<file path="config.mk">
export PLATFORM = sky130hd
export DESIGN_NAME = dps_ctrl
export DESIGN_NICKNAME = d
export VERILOG_FILES = /design/src/dps_pkg.sv /design/src/dps_ctrl.sv /design/src/dps_ratio.sv
export SDC_FILE = /design/constraint.sdc
export NUM_CORES = 1
export LEC_CHECK = 0
export BUFFER_PORTS_ARGS = -buffer_cell sky130_fd_sc_hd__buf_2
export CAP_MARGIN = 20
export CORE_MARGIN = 2
export CORE_UTILIZATION = 35
export DETAILED_ROUTE_END_ITERATION = 7
export PLACE_DENSITY = 0.56
export SLEW_MARGIN = 0
export SYNTH_ARGS = -nofsm -noshare
export SYNTH_HDL_FRONTEND = slang
export SYNTH_HIERARCHICAL = 1
export SYNTH_SLANG_ARGS = --single-unit
</file>
<file path="constraint.sdc">
create_clock -name CLK_SYS -period 7.2 [get_ports CLK_SYS]
set_clock_uncertainty 0.05 [all_clocks]
set_input_delay 1.08 -clock CLK_SYS [delete_from_list [all_inputs] [get_ports CLK_SYS]]
set_output_delay 1.08 -clock CLK_SYS [all_outputs]
set_load 0.005 [all_outputs]
</file>
<file path="src/dps_pkg.sv">
// Shared constants, register map and types for the digital PLL ratio and skip control
package dps_pkg;
    // ------------------------------------------------------------------
    // Register indexes (byte address = 4 * index)
    // ------------------------------------------------------------------
    localparam logic [5:0] REG_STATUS_IDX = 6'h02;
    localparam logic [5:0] REG_CONFIG_IDX = 6'h03;
    localparam logic [5:0] REG_RATIO_IDX = 6'h06;
    localparam logic [5:0] REG_FUNC_IDX = 6'h16;
    // ------------------------------------------------------------------
    // Field positions
    // ------------------------------------------------------------------
    localparam int CFG_SCALE_LSB = 0;
    localparam int CFG_FORMAT_BIT = 3;
    localparam int FUNC_SKIP_BIT = 0;
    localparam int FUNC_OUTUNL_BIT = 1;
    localparam int FUNC_BW_LSB = 2;
    localparam int STAT_LOCK_BIT = 0;
    localparam int STAT_STATE_LSB = 1;
    // ------------------------------------------------------------------
    // Reset values
    // ------------------------------------------------------------------
    localparam logic [31:0] RATIO_RESET = 32'h0000_0000;
    localparam logic [2:0] SCALE_RESET = 3'h0;
    localparam logic FORMAT_RESET = 1'b0;
    localparam logic [2:0] BW_RESET = 3'h0;
    // ------------------------------------------------------------------
    // Timing
    // ------------------------------------------------------------------
    localparam longint CLK_HZ = 125_000_000;
    localparam longint SKIP_TIME_MS = 20;
    localparam longint SKIP_CYCLES = CLK_HZ * SKIP_TIME_MS / 1000;
    localparam longint LOSS_OSC_CYCLES = 64'd1 << 23;
    localparam int ACQ_PERIODS = 200;
    localparam int JUMP_SHIFT = 2;
    localparam int RE_W = 48;
    localparam int RE_FRAC = 24;

    typedef enum logic [2:0] {
        ST_UNLOCK = 3'b000,
        ST_ACQ = 3'b001,
        ST_LOCK = 3'b010,
        ST_HOLD = 3'b011,
        ST_SKIPACQ = 3'b100
    } dps_state_t;

    typedef struct packed {
        logic skip_en;
        logic out_unl_en;
        logic [2:0] bw_sel;
        logic format_hires;
        logic [2:0] scale_sel;
    } dps_cfg_t;
endpackage

</file>
<file path="src/dps_ctrl.sv">
// Digital PLL control: reference tracking, lock state, ratio and fractional-N generation
// What this block does
// - Skip enabled: reference gaps up to 20 ms keep lock.
// - After a clean reference stop, output continues for 2^23 oscillator cycles.
// - A glitch or period change counts as frequency change: unlock at once, except with skip enabled after a gap (skip reacquisition stays locked).
// - After 2^23 cycles without reference, unlock; output follows unlock enable.
// - Reference back after timeout: unlocked through acquisition, then lock.
// - Skip disabled, short gap: output runs, unlocked only while reacquiring.
// - Skip enabled, short gap: output continuous through gap and relock.
// - Three-bit setting selects minimum loop bandwidth.
// - Wide bandwidth while acquiring, selected minimum once locked.
// - User ratio is 32-bit fixed point, 12.20 or 20.12, 20.12 after reset.
// - High resolution: 12 integer bits, 20 fraction bits.
// - High multiplication: 20 integer bits, 12 fraction bits.
// - Modifier applies internally; stored user ratio stays unchanged.
// - Modifier codes map to 1,2,4,8,0.5,0.25,0.125,0.0625; reset code 000.
// - Effective ratio is user ratio times modifier, feeds fractional-N.
// - Ratio is translated against reference period to oscillator-based N.
// - Unlocked output held low unless unlock enable set.
// - Writes changing ratio, format or modifier force reacquisition.
`timescale 1ns/10ps
module dps_ctrl
    import dps_pkg::*;
#(
    parameter int GW = 24,
    parameter longint LOSS_CYCLES = LOSS_OSC_CYCLES,
    parameter longint SKIP_LIMIT = SKIP_CYCLES,
    parameter int ACQ_COUNT = ACQ_PERIODS
) (
    input wire logic CLK_SYS,
    input wire logic RESET,
    input wire logic CE,
    input wire logic REF_IN,
    input wire logic [7:0] AVS_ADDRESS,
    input wire logic AVS_READ,
    input wire logic AVS_WRITE,
    input wire logic [31:0] AVS_WRITEDATA,
    input wire logic [3:0] AVS_BYTEENABLE,
    output logic [31:0] AVS_READDATA,
    output logic AVS_WAITREQUEST,
    output logic [RE_W-1:0] FRAC_N,
    output logic CLK_OUT_RUN,
    output logic LOCKED,
    output logic LOOP_BW_WIDE,
    output logic [2:0] LOOP_BW_SEL
);
    localparam logic [GW-1:0] LOSS_TC = GW'(LOSS_CYCLES - 1);
    localparam logic [GW-1:0] SKIP_TC = GW'(SKIP_LIMIT);
    localparam logic [7:0] ACQ_TC = 8'(ACQ_COUNT - 1);
    localparam logic [5:0] DIV_STEPS = 6'(RE_W);

    // ------------------------------------------------------------------
    // Avalon-MM register slave
    // ------------------------------------------------------------------
    logic ack;
    logic next_ack;
    logic [31:0] user_ratio;
    logic [31:0] next_user_ratio;
    dps_cfg_t cfg;
    dps_cfg_t next_cfg;
    logic [31:0] next_readdata;
    logic cfg_change;
    logic next_cfg_change;
    logic [5:0] idx;
    logic mapped;
    dps_state_t state;

    assign idx = AVS_ADDRESS[7:2];
    assign mapped = AVS_ADDRESS[1:0] == 2'b00;

    always_comb begin
        next_ack = 1'b0;
        next_user_ratio = user_ratio;
        next_cfg = cfg;
        next_readdata = AVS_READDATA;
        next_cfg_change = 1'b0;
        if ((AVS_READ || AVS_WRITE) && !ack) begin
            // Read data is built one cycle ahead so it comes from a flop
            next_ack = 1'b1;
            next_readdata = 32'h0000_0000;
            if (mapped && AVS_READ) begin
                unique case (idx)
                    REG_STATUS_IDX: begin
                        next_readdata[STAT_LOCK_BIT] = LOCKED;
                        next_readdata[STAT_STATE_LSB +: 3] = state;
                    end
                    REG_CONFIG_IDX: begin
                        next_readdata[CFG_SCALE_LSB +: 3] = cfg.scale_sel;
                        next_readdata[CFG_FORMAT_BIT] = cfg.format_hires;
                    end
                    REG_RATIO_IDX: next_readdata = user_ratio;
                    REG_FUNC_IDX: begin
                        next_readdata[FUNC_SKIP_BIT] = cfg.skip_en;
                        next_readdata[FUNC_OUTUNL_BIT] = cfg.out_unl_en;
                        next_readdata[FUNC_BW_LSB +: 3] = cfg.bw_sel;
                    end
                    default: next_readdata = 32'h0000_0000;
                endcase
            end
        end
        if (ack && AVS_WRITE && mapped) begin
            unique case (idx)
                REG_CONFIG_IDX: begin
                    if (AVS_BYTEENABLE[0]) begin
                        next_cfg.scale_sel = AVS_WRITEDATA[CFG_SCALE_LSB +: 3];
                        next_cfg.format_hires = AVS_WRITEDATA[CFG_FORMAT_BIT];
                    end
                end
                REG_RATIO_IDX: begin
                    for (int b = 0; b < 4; b++) begin
                        if (AVS_BYTEENABLE[b]) begin
                            next_user_ratio[8*b +: 8] = AVS_WRITEDATA[8*b +: 8];
                        end
                    end
                end
                REG_FUNC_IDX: begin
                    if (AVS_BYTEENABLE[0]) begin
                        next_cfg.skip_en = AVS_WRITEDATA[FUNC_SKIP_BIT];
                        next_cfg.out_unl_en = AVS_WRITEDATA[FUNC_OUTUNL_BIT];
                        next_cfg.bw_sel = AVS_WRITEDATA[FUNC_BW_LSB +: 3];
                    end
                end
                default: next_cfg = cfg;
            endcase
            // Only a real change of the synthesis value forces relock
            next_cfg_change = (next_user_ratio != user_ratio)
                || (next_cfg.scale_sel != cfg.scale_sel)
                || (next_cfg.format_hires != cfg.format_hires);
        end
    end

    always_ff @(posedge CLK_SYS) begin
        if (RESET) begin
            ack <= 1'b0;
            AVS_WAITREQUEST <= 1'b1;
            AVS_READDATA <= 32'h0000_0000;
            user_ratio <= RATIO_RESET;
            cfg <= '{skip_en: 1'b0, out_unl_en: 1'b0, bw_sel: BW_RESET,
                     format_hires: FORMAT_RESET, scale_sel: SCALE_RESET};
            cfg_change <= 1'b0;
        end else if (CE) begin
            ack <= next_ack;
            AVS_WAITREQUEST <= !next_ack;
            AVS_READDATA <= next_readdata;
            user_ratio <= next_user_ratio;
            cfg <= next_cfg;
            cfg_change <= next_cfg_change;
        end
    end

    // ------------------------------------------------------------------
    // Reference edge tracking
    // ------------------------------------------------------------------
    logic ref_s1;
    logic ref_s2;
    logic ref_s3;
    logic [GW-1:0] gap;
    logic [GW-1:0] next_gap;
    logic [GW-1:0] period;
    logic [GW-1:0] next_period;
    logic have_period;
    logic next_have_period;
    logic ref_edge;
    logic [GW-1:0] meas;
    logic [GW-1:0] diff;
    logic period_jump;
    logic ref_missing;

    always_comb begin
        ref_edge = ref_s2 && !ref_s3;
        meas = (gap == '1) ? gap : gap + GW'(1);
        diff = (meas > period) ? meas - period : period - meas;
        // A glitch or step shows as a period far from the last one
        period_jump = ref_edge && have_period && (diff > (period >> JUMP_SHIFT));
        ref_missing = have_period && ({1'b0, gap} > {period, 1'b0});
        next_gap = ref_edge ? '0 : meas;
        next_period = ref_edge ? meas : period;
        next_have_period = have_period;
        if (ref_edge) begin
            // The edge that ends a long gap carries no valid period
            next_have_period = (state != ST_HOLD) && (state != ST_UNLOCK);
        end
    end

    always_ff @(posedge CLK_SYS) begin
        if (RESET) begin
            ref_s1 <= 1'b0;
            ref_s2 <= 1'b0;
            ref_s3 <= 1'b0;
            gap <= '0;
            period <= '0;
            have_period <= 1'b0;
        end else if (CE) begin
            ref_s1 <= REF_IN;
            ref_s2 <= ref_s1;
            ref_s3 <= ref_s2;
            gap <= next_gap;
            period <= next_period;
            have_period <= next_have_period;
        end
    end

    // ------------------------------------------------------------------
    // Lock state machine
    // ------------------------------------------------------------------
    dps_state_t next_state;
    logic [7:0] acq_cnt;
    logic [7:0] next_acq_cnt;
    logic next_locked;
    logic next_run;
    logic next_bw_wide;
    logic loss_tc;

    always_comb begin
        next_state = state;
        next_acq_cnt = acq_cnt;
        loss_tc = gap >= LOSS_TC;
        unique case (state)
            ST_UNLOCK: begin
                if (ref_edge) begin
                    next_state = ST_ACQ;
                    next_acq_cnt = '0;
                end
            end
            ST_ACQ, ST_SKIPACQ: begin
                if (loss_tc) begin
                    next_state = ST_UNLOCK;
                end else if (period_jump) begin
                    next_acq_cnt = '0;
                end else if (ref_edge && have_period) begin
                    next_acq_cnt = acq_cnt + 8'h01;
                    if (acq_cnt >= ACQ_TC) begin
                        next_state = ST_LOCK;
                    end
                end
            end
            ST_LOCK: begin
                if (period_jump) begin
                    next_state = ST_ACQ;
                    next_acq_cnt = '0;
                end else if (ref_missing) begin
                    next_state = ST_HOLD;
                end
            end
            ST_HOLD: begin
                if (loss_tc) begin
                    next_state = ST_UNLOCK;
                end else if (ref_edge) begin
                    // Skip mode holds lock even past the skip timeout; see the
                    // controller's duty to clear skip mode for such gaps
                    next_state = cfg.skip_en ? ST_SKIPACQ : ST_ACQ;
                    next_acq_cnt = '0;
                end
            end
            default: next_state = ST_UNLOCK;
        endcase
        if (cfg_change) begin
            next_state = ST_ACQ;
            next_acq_cnt = '0;
        end
        next_locked = (next_state == ST_LOCK) || (next_state == ST_HOLD)
            || (next_state == ST_SKIPACQ);
        next_run = next_locked || cfg.out_unl_en;
        next_bw_wide = (next_state != ST_LOCK) && (next_state != ST_HOLD);
    end

    always_ff @(posedge CLK_SYS) begin
        if (RESET) begin
            state <= ST_UNLOCK;
            acq_cnt <= '0;
            LOCKED <= 1'b0;
            CLK_OUT_RUN <= 1'b0;
            LOOP_BW_WIDE <= 1'b1;
            LOOP_BW_SEL <= BW_RESET;
        end else if (CE) begin
            state <= next_state;
            acq_cnt <= next_acq_cnt;
            LOCKED <= next_locked;
            CLK_OUT_RUN <= next_run;
            LOOP_BW_WIDE <= next_bw_wide;
            LOOP_BW_SEL <= cfg.bw_sel;
        end
    end

    // ------------------------------------------------------------------
    // Fractional-N: effective ratio divided by reference period
    // ------------------------------------------------------------------
    logic [RE_W-1:0] effective_ratio;
    logic [RE_W-1:0] dividend;
    logic [RE_W-1:0] next_dividend;
    logic [GW:0] rem;
    logic [GW:0] next_rem;
    logic [GW-1:0] divisor;
    logic [GW-1:0] next_divisor;
    logic [5:0] steps;
    logic [5:0] next_steps;
    logic [RE_W-1:0] next_frac_n;
    logic [GW:0] trial;

    dps_ratio u_ratio (
        .clk(CLK_SYS),
        .reset(RESET),
        .ce(CE),
        .user_ratio(user_ratio),
        .format_hires(cfg.format_hires),
        .scale_sel(cfg.scale_sel),
        .effective_ratio(effective_ratio)
    );

    // Serial divide keeps area small; N refreshes every RE_W + 1 cycles
    always_comb begin
        next_dividend = dividend;
        next_rem = rem;
        next_divisor = divisor;
        next_steps = steps;
        next_frac_n = FRAC_N;
        trial = {rem[GW-1:0], dividend[RE_W-1]};
        if (steps == 6'h00) begin
            if (have_period && period != '0) begin
                next_dividend = effective_ratio;
                next_divisor = period;
                next_rem = '0;
                next_steps = DIV_STEPS;
            end
        end else begin
            next_dividend = {dividend[RE_W-2:0], 1'b0};
            if (trial >= {1'b0, divisor}) begin
                next_rem = trial - {1'b0, divisor};
                next_dividend[0] = 1'b1;
            end else begin
                next_rem = trial;
            end
            next_steps = steps - 6'h01;
            if (steps == 6'h01) begin
                next_frac_n = next_dividend;
            end
        end
    end

    always_ff @(posedge CLK_SYS) begin
        if (RESET) begin
            dividend <= '0;
            rem <= '0;
            divisor <= '0;
            steps <= '0;
            FRAC_N <= '0;
        end else if (CE) begin
            dividend <= next_dividend;
            rem <= next_rem;
            divisor <= next_divisor;
            steps <= next_steps;
            FRAC_N <= next_frac_n;
        end
    end
endmodule // dps_ctrl

</file>
<file path="src/dps_ratio.sv">
// Effective ratio: user ratio aligned to a common fixed point and scaled by the modifier
`timescale 1ns/10ps
module dps_ratio
    import dps_pkg::*;
(
    input wire logic clk,
    input wire logic reset,
    input wire logic ce,
    input wire logic [31:0] user_ratio,
    input wire logic format_hires,
    input wire logic [2:0] scale_sel,
    output logic [RE_W-1:0] effective_ratio
);
    logic [RE_W-1:0] aligned;
    logic [RE_W-1:0] next_effective_ratio;

    always_comb begin
        // Register value is only read here, never rewritten
        if (format_hires) begin
            aligned = {12'h000, user_ratio, 4'h0};
        end else begin
            aligned = {4'h0, user_ratio, 12'h000};
        end
        // Codes 0-3 multiply by 1..8, codes 4-7 divide by 2..16
        if (scale_sel[2]) begin
            // Widened sum so code 111 shifts by 4 instead of wrapping to 0
            next_effective_ratio = aligned >> ({1'b0, scale_sel[1:0]} + 3'h1);
        end else begin
            next_effective_ratio = aligned << scale_sel[1:0];
        end
    end

    always_ff @(posedge clk) begin
        if (reset) begin
            effective_ratio <= '0;
        end else if (ce) begin
            effective_ratio <= next_effective_ratio;
        end
    end
endmodule // dps_ratio

</file>
==> results of run 1 <==
-- timing repair --
item	CTS	global route
hold buffers	0	0
pin swaps	1	13
endpoints found under the setup margin	11	14
setup buffers	2	12
gates cloned	0	1
resized for setup	5	25
-- cell type report --
type | instances | area share, %
Sequential cell | 342 | 27.6
Multi-Input combinational cell | 2093 | 54.4
Clock buffer | 52 | 4.54
Inverter | 118 | 1.78
Clock inverter | 19 | 1.24
Timing Repair Buffer | 254 | 6.49
Tap cell | 782 | 3.94
-- state kept, by name (all words and copies together), names as in the netlist, 32 cells and up --
name	cells
AVS_READDATA	32
FRAC_N	48
dividend	48
u_ratio/effective_ratio	47
user_ratio	32
-- routing by layer --
| layer | GRT usage (%) | share of wire, % | vias up |
|---|---|---|---|
| met1 | 31.7 | 46 | 10000 |
| met2 | 37.4 | 46 | 619 |
| met4 | 5.05 | 1.9 | 4 |
| met5 | 0 | 0.036 | - |
| li1 | - | - | 10100 |
| met3 | 3.54 | 5.7 | 98 |
-- logic make-up after synthesis --
group                      Yosys count  synth area share (%)
other                                1                0.0175
muxes                              151                  7.97
DFF                                342                  31.9
and+or+nand+nor                    930                  19.2
buffers and inverters              310                  6.08
adders and majority gates          123                  7.28
AOI/OAI and AO/OA                  794                  23.8
xor gates and xnor gates            93                  3.80
-- critical path, delay by kind of cell (launching register included) --
kind,cells,cell delay (ps)
AO/OA/AOI/OAI,8,1960
XOR/XNOR,2,280
adder cells (fa/ha/maj),2,560
buffers and inverters,6,970
flip-flops,1,310
multiplexers,1,110
AND/OR/NAND/NOR,15,2480
-- power breakdown --
part	internal, uW	leakage, uW	switching (uW)
combinational	1140	0.00623	1720
clock	1340	0.000705	892
sequential	2110	0.00277	180
-- path summary, 6_finish.rpt --
path | slack (ps) | depth (start not counted) | from | endpoint
hold / removal | 400 | 2 | FRAC_N[41] | FRAC_N[41]
setup / recovery | 360 | 34 | gap[11] | acq_cnt[6]
hold reg to reg | 400 | 2 | FRAC_N[41] | FRAC_N[41]
setup reg to reg | 360 | 34 | gap[11] | acq_cnt[6]
-- layout by cell type (no fill, tap or decap), types with 7 or more instances in the layout --
master	n
nor2_1	368
dfxtp_1	339
nand2_1	275
a21oi_1	259
o21ai_0	140
buf_2	134
ha_1	120
inv_1	118
mux2i_1	116
buf_4	116
a211oi_1	103
nand3_1	73
a22oi_1	49
xnor2_1	45
xor2_1	45
nand4_1	42
clkbuf_16	41
nor3_1	39
a21o_1	34
o22ai_1	34
nand2b_1	26
and3_1	21
nor2b_1	21
mux2_2	19
a311oi_1	16
o211ai_1	15
mux4_2	13
a31oi_1	12
nor4_1	12
o21bai_1	11
o311ai_0	11
o21a_1	10
o221ai_1	9
a32oi_1	7
clkinv_2	7
-- through the flow --
| step | utilization [%] | setup WS, ps |
|---|---|---|
| 2_1_floorplan | - | 456 |
| 3_3_place_gp | 38.2 | -116 |
| 3_5_place_dp | 38.2 | -281 |
| 4_1_cts | 40.6 | 7.50 |
| 5_1_grt | 41.1 | -17.1 |
| 6_report | 41.1 | 357 |
==> results.md, run 1 <==
- Critical path peak fanout: 8
- Grt ovf: 0
- Overall Global Routing Usage: 22.9%
- # IOs: 137
- Number of H-tree levels: 2
- Synth top area cells: dfxtp_1 (32%), ha_1 (7.0%), nor2_1 (6.5%)
- CTS clock-pin slew for the worst setup and hold paths: 60 ps
- Max Clk Rate: around 150 MHz
- Element type at the critical path end: register
- Dominant cell by count in the synthesized netlist: nor2_1
- Initial Utilization: 35.5%
- VDD IR max: approximately 420 uV
- Vias: 20,800
- Syn Inst Count: 2,744
- ANT nets after route: 0
- PortBufs: around 140
- Fin Hold WS: approximately 400 ps
- Die area: 0.0633 mm^2
- Fin Setup TNS: 0 ps
- Ant. Diodes: 0
- Static Leak: 0.00971 uW
- Num rows: 90
- Synth cell count leaders: nor2_1 (374), dfxtp_1 (342), nand2_1 (275)
- Initial antenna violation count: 3
- Placed cell count: 3,572
- Die Y: about 250 um
- Unique masters post-synth: 81
- Final worst path period share: 95.0%
- Worst setup SP type: register
- Core ar.: 0.0605 mm^2
- Worst-margin pin slew: ~1100 ps
- Max transition margin: 28.9%
- Residual DRC: 0
- CP peak stage delay: 400 ps
- Worst hold path class: register to register
- Vias in the first global route: around 20,000
- Clock latency on the worst-skew pair: 600 ps
- CP arrival: 7290 ps
- CTS tree: done
- Asr flop ratio synth: 0%
- Drt via density: about 5.7
- Synthesized flop and latch total: 342
- Initial DRC Count: 1,709
- Reg area: a little under 0.007 mm^2
- Mapped cell area: ~0.021 mm^2
- Most Frequent Cell on Critical Path: buf_4
- CTS root buffer: clkbuf_16
- Placed instance area: 0.0231 mm^2
- Synth-to-layout area growth: 15.8%
- Die width: 252 um
- First-pass GRT wire length: 116,000 um
- Syn nets: 2,917
- Max cap viols: 0
- Post-route insts no fill: 3,660
- Status: complete, no violations
- Dpl hpwl: 54,800 um
- Tmin final: slightly below 7000 ps
- Final instance area: 0.0248 mm^2
- Max-slew violations: 0
- Mean area per synthesized cell: 7.82 um^2
- Worst Path Required: 7640 ps
- Part of the Yosys area used for sequential elements: roughly a third
- Gp weighted congestion: 0.950
- Area of the multi-input gates: 0.0135 mm^2
- Number of synthesized flops with an enable pin: 0
- Number of synthesis warnings: 6
- Crit path max-delay cell type: o41ai_2
- Total Wirelength: 74,500 um
- Clk sinks: approximately 340
- Top_reg_cell synth: dfxtp_1
- Yosys top cell by area: dfxtp_1
- # fillers: 6,114
- Drt first pass iters: 5
- CTS Buf Count: 41
- Fraction of layout cells with a size suffix above 1: 14.0%
- Fin. Hold Viols: 0
- Total Power: between 7000 and 8000 uW
- Crit Path Category: register to register
- Largest net degree at the start of global routing: 101
- Power density cells: 297 mW/mm^2
- Maximum clock insertion buffer count: 3
- Yosys top cell area share: 31.9%
- Nets@finish: 3,023
- Drt wl/cell: ~20 um
- Final setup vio count: 0
Power figures use the tool's default switching activity.
==> run 2, diff against run 1 <==
ABC_AREA = 1   (was not set)
==> run 2 against run 1 <==
Compared with the run above: critical path depth increased by 8; power up 5.5%; cell area down 2.8%; largest cell class unchanged; synthesized cell count up 23%; register-to-register slack better by 350 ps; critical path type unchanged; highest routed layer unchanged.
==> results.md, run 2 <==
- Synth cell count leaders: nand2_1 (933), inv_1 (376), dfxtp_1 (342)
- Clk sinks: 342 (unchanged)
- Mean area per synthesized cell: 6.38 um^2 (-18%)
- Reg2reg end: acq_cnt[2]
- Power share of the sequential group: 30.0% (-1.0 points)
- Largest net degree at the start of global routing: 119 (+18%)
- Number of synthesis warnings: 6 (unchanged)
- Post-route insts no fill: 4,227 (+15%)
- Critical path peak fanout: 25 (+17)
- Nets@finish: 3,589 (+19%)
- Total Wirelength: 66,300 um (-11%)
- Gates resized, CTS repair: 0 (-5)
- Fin. Hold Viols: 0 (unchanged)
- First-pass GRT wire length: 106,000 um (-8.3%)
- Yosys top cell by area: dfxtp_1
- Synth-to-layout area growth: 12.2%
- Max cap viols: 0 (unchanged)
- Power density cells: 322 mW/mm^2 (+8.6%)
- CP arrival: 6950 ps (-340 ps)
- Worst setup SP type: register
- Unique masters post-synth: 57 (-30%)
- Crit Path Category: register to register
- Max transition margin: 30.7% (+1.8 points)
- VDD IR max: 242 uV (-42%)
- Int Pwr: 4600 uW (+0.39%)
- Die width: 252 um (+0.12%)
- Combinational fraction of design power: 42.2% (+3.4 points)
- Gp weighted congestion: 0.915 (-3.7%)
- Clock latency on the worst-skew pair: 580 ps (-20 ps)
- Asr flop ratio synth: 0% (unchanged)
- Number of H-tree levels: 2 (unchanged)
- CP peak stage delay: 410 ps (about the same)
- P_sw: 3180 uW (+14%)
- Most Frequent Cell on Critical Path: nand2_1
- Final worst path period share: 90.1% (-4.9 points)
- # Post-CTS Setup Buffers: 0 (-2)
- Fin Setup TNS: 0 ps (unchanged)
- Placed cell count: 4,151 (+16%)
- Core ar.: 0.0606 mm^2 (+0.19%)
- Status: complete, no violations
- Initial antenna violation count: 1 (-2)
- Mapped cell area: 0.0215 mm^2 (+0.24%)
- Static Leak: 0.0112 uW (+15%)
- Commonest non-fill, non-tap cell in the layout: nand2_1
- Num rows: 90 (unchanged)
- CTS root buffer: clkbuf_16
- Met3 wire length: 3150 um (-26%)
- Hold Buf Count CTS: 0 (unchanged)
- Fraction of layout cells with a size suffix above 1: 8.24% (-5.8 points)
- Number of synthesized flops with an enable pin: 0 (unchanged)
- Tmin final: 6490 ps (-353 ps)
- CTS clock-pin slew for the worst setup and hold paths: 60 ps (about the same)
- Met2 wire length: 28,300 um (-17%)
- Drt via density: 5.07 (-11%)
- Syn Inst Count: 3,370 (+23%)
- # IOs: 137 (unchanged)
- Max Clk Rate: 154 MHz (+5.4%)
- ANT nets after route: 0 (unchanged)
- Vias in the first global route: 19,500 (-0.21%)
- Grt ovf: 0 (unchanged)
- Dpl hpwl: 48,700 um (-11%)
- Ant. Diodes: 0 (unchanged)
- Die Y: 252 um (+0.12%)
- Drt first pass iters: 5 (unchanged)
- Reg-to-Reg Start: gap[0]
- Commonest non-fill, non-tap cells in the layout: nand2_1 (933), inv_1 (374), dfxtp_1 (342)
- Syn nets: 3,543 (+21%)
- Worst-margin pin slew: 1040 ps (-26.7 ps)
- Synthesized flop and latch total: 342 (unchanged)
- Synth top area cells: dfxtp_1 (32%), nand2_1 (16%), a21oi_1 (7.9%)
- Switching fraction of total power: 40.9% (+3.0 points)
- Max-slew violations: 0 (unchanged)
- PortBufs: 136 (unchanged)
- Top flop regs: FRAC_N (48), dividend (48), u_ratio/effective_ratio (47)
- Highest routed metal layer: met5
- Initial Utilization: 35.5% (about the same)
- Power share of the clock group: 27.8% (-2.4 points)
- Overall Global Routing Usage: 20.4% (-2.5 points)
- Element type at the critical path end: register
- Yosys top cell area share: 31.8% (-0.078 points)
- RSZ-0062 raised after global routing: no
- Worst hold stages: 2 (unchanged)
- Top_reg_cell synth: dfxtp_1
- Residual DRC: 0 (unchanged)
- Worst Path Required: 7660 ps (+20 ps)
- CTS Buf Count: 43 (+4.9%)
- Final setup vio count: 0 (unchanged)
- Reg2Reg Depth: 42 (+24%)
- Maximum clock insertion buffer count: 3 (unchanged)
- Drt wl/cell: 15.7 um (-23%)
- Met1 WL: 33,600 um (-2.7%)
- Initial DRC Count: 1,545 (-9.6%)
- Dominant cell by count in the synthesized netlist: nand2_1
- Origin of the worst min-delay path: AVS_READDATA[19]
- Crit path max-delay cell type: xor2_1
- Hold Path Sink: AVS_READDATA[19]
- Worst hold path class: register to register
- CTS tree: done
- Vias: 21,400 (+3.0%)
- Reg-to-reg setup timing slack: 710 ps (+350 ps)
- Die area: 0.0634 mm^2 (+0.24%)
- Part of the Yosys area used for sequential elements: 31.8% (-0.078 points)
## run 2: changes by cell type after synthesis, moves of 47 or more
cell / before / now
a211oi_1: 103 / 8
a21oi_1: 259 / 340
nor2_1: 374 / 293
a22oi_1: 50 / 3
nand2_1: 275 / 933
o21ai_0: 141 / 287
mux2i_1: 118 / 2
inv_1: 118 / 376
nand3_1: 74 / 175
## run 2: kinds of logic (layout without fill, tap and decap cells)
group                      count (synthesis)  count (layout)  share of synthesized area, %
AOI/OAI and AO/OA                        766             766                          19.1
xor gates and xnor gates                  64              64                          2.64
adders and majority gates                123             123                          7.26
buffers and inverters                    552             627                          10.1
DFF                                      342             342                          31.8
muxes                                      3               3                         0.145
other                                      1               1                        0.0174
and+or+nand+nor                         1519            1519                          28.9
## run 2: routing by layer
layer | up-vias | GRT usage, %
met4 | 2 | 4.90
met1 | 9803 | 30.3
met5 | - | 0
met3 | 80 | 2.24
met2 | 474 | 31.3
li1 | 11100 | -
## run 2: worst max path at each step
stage | from | endpoint | slack [ps] | cells after the start
finish | gap[0] | acq_cnt[2] | 710 | 42
global route | gap[0] | acq_cnt[2] | 70 | 42
CTS | gap[0] | acq_cnt[2] | 760 | 42
floorplan | gap[0] | acq_cnt[1] | 2010 | 44
global placement | gap[0] | acq_cnt[2] | 880 | 42
detailed placement | gap[0] | acq_cnt[2] | 790 | 42
## run 2: stage by stage
stage          cell area, um^2  total power [uW]  hold slack [ps]  worst slack, ps  util [%]
3_3_place_gp             22700              5640              396              883      37.4
5_1_grt                  24100              8410              430             65.7      39.8
2_1_floorplan            21500              4950              383             2010         -
3_5_place_dp             22700              5640              405              787      37.4
6_report                 24100              7780              409              710      39.8
4_1_cts                  24100              7840              413              764      39.8
## run 2: worst max-delay path: cells and delay by family, from the launching register on
| family | cells | cell delay (ps) |
|---|---|---|
| buffers and inverters | 5 | 670 |
| flip-flops | 1 | 360 |
| XOR/XNOR | 2 | 600 |
| adder cells (fa/ha/maj) | 3 | 900 |
| AO/OA/AOI/OAI | 5 | 820 |
| AND/OR/NAND/NOR | 27 | 3020 |
## run 2: final cells by class
cell class / count / area (um^2)
fill: 6578 / 36400
multi-input combinational: 2476 / 12500
inverter: 390 / 1470
timing repair buffer: 163 / 933
clock inverter: 15 / 210
tap: 782 / 978
clock buffer: 59 / 1200
sequential: 342 / 6850
## run 2: power by group through the flow
stage / Clock (uW) / Sequential (uW) / Combinational [uW]
after global placement: 0 / 2370 / 3270
after detailed placement: 0 / 2370 / 3270
final: 2160 / 2340 / 3280
after CTS: 2220 / 2330 / 3290
after global routing: 2280 / 2370 / 3760
after floorplan: 0 / 2320 / 2630
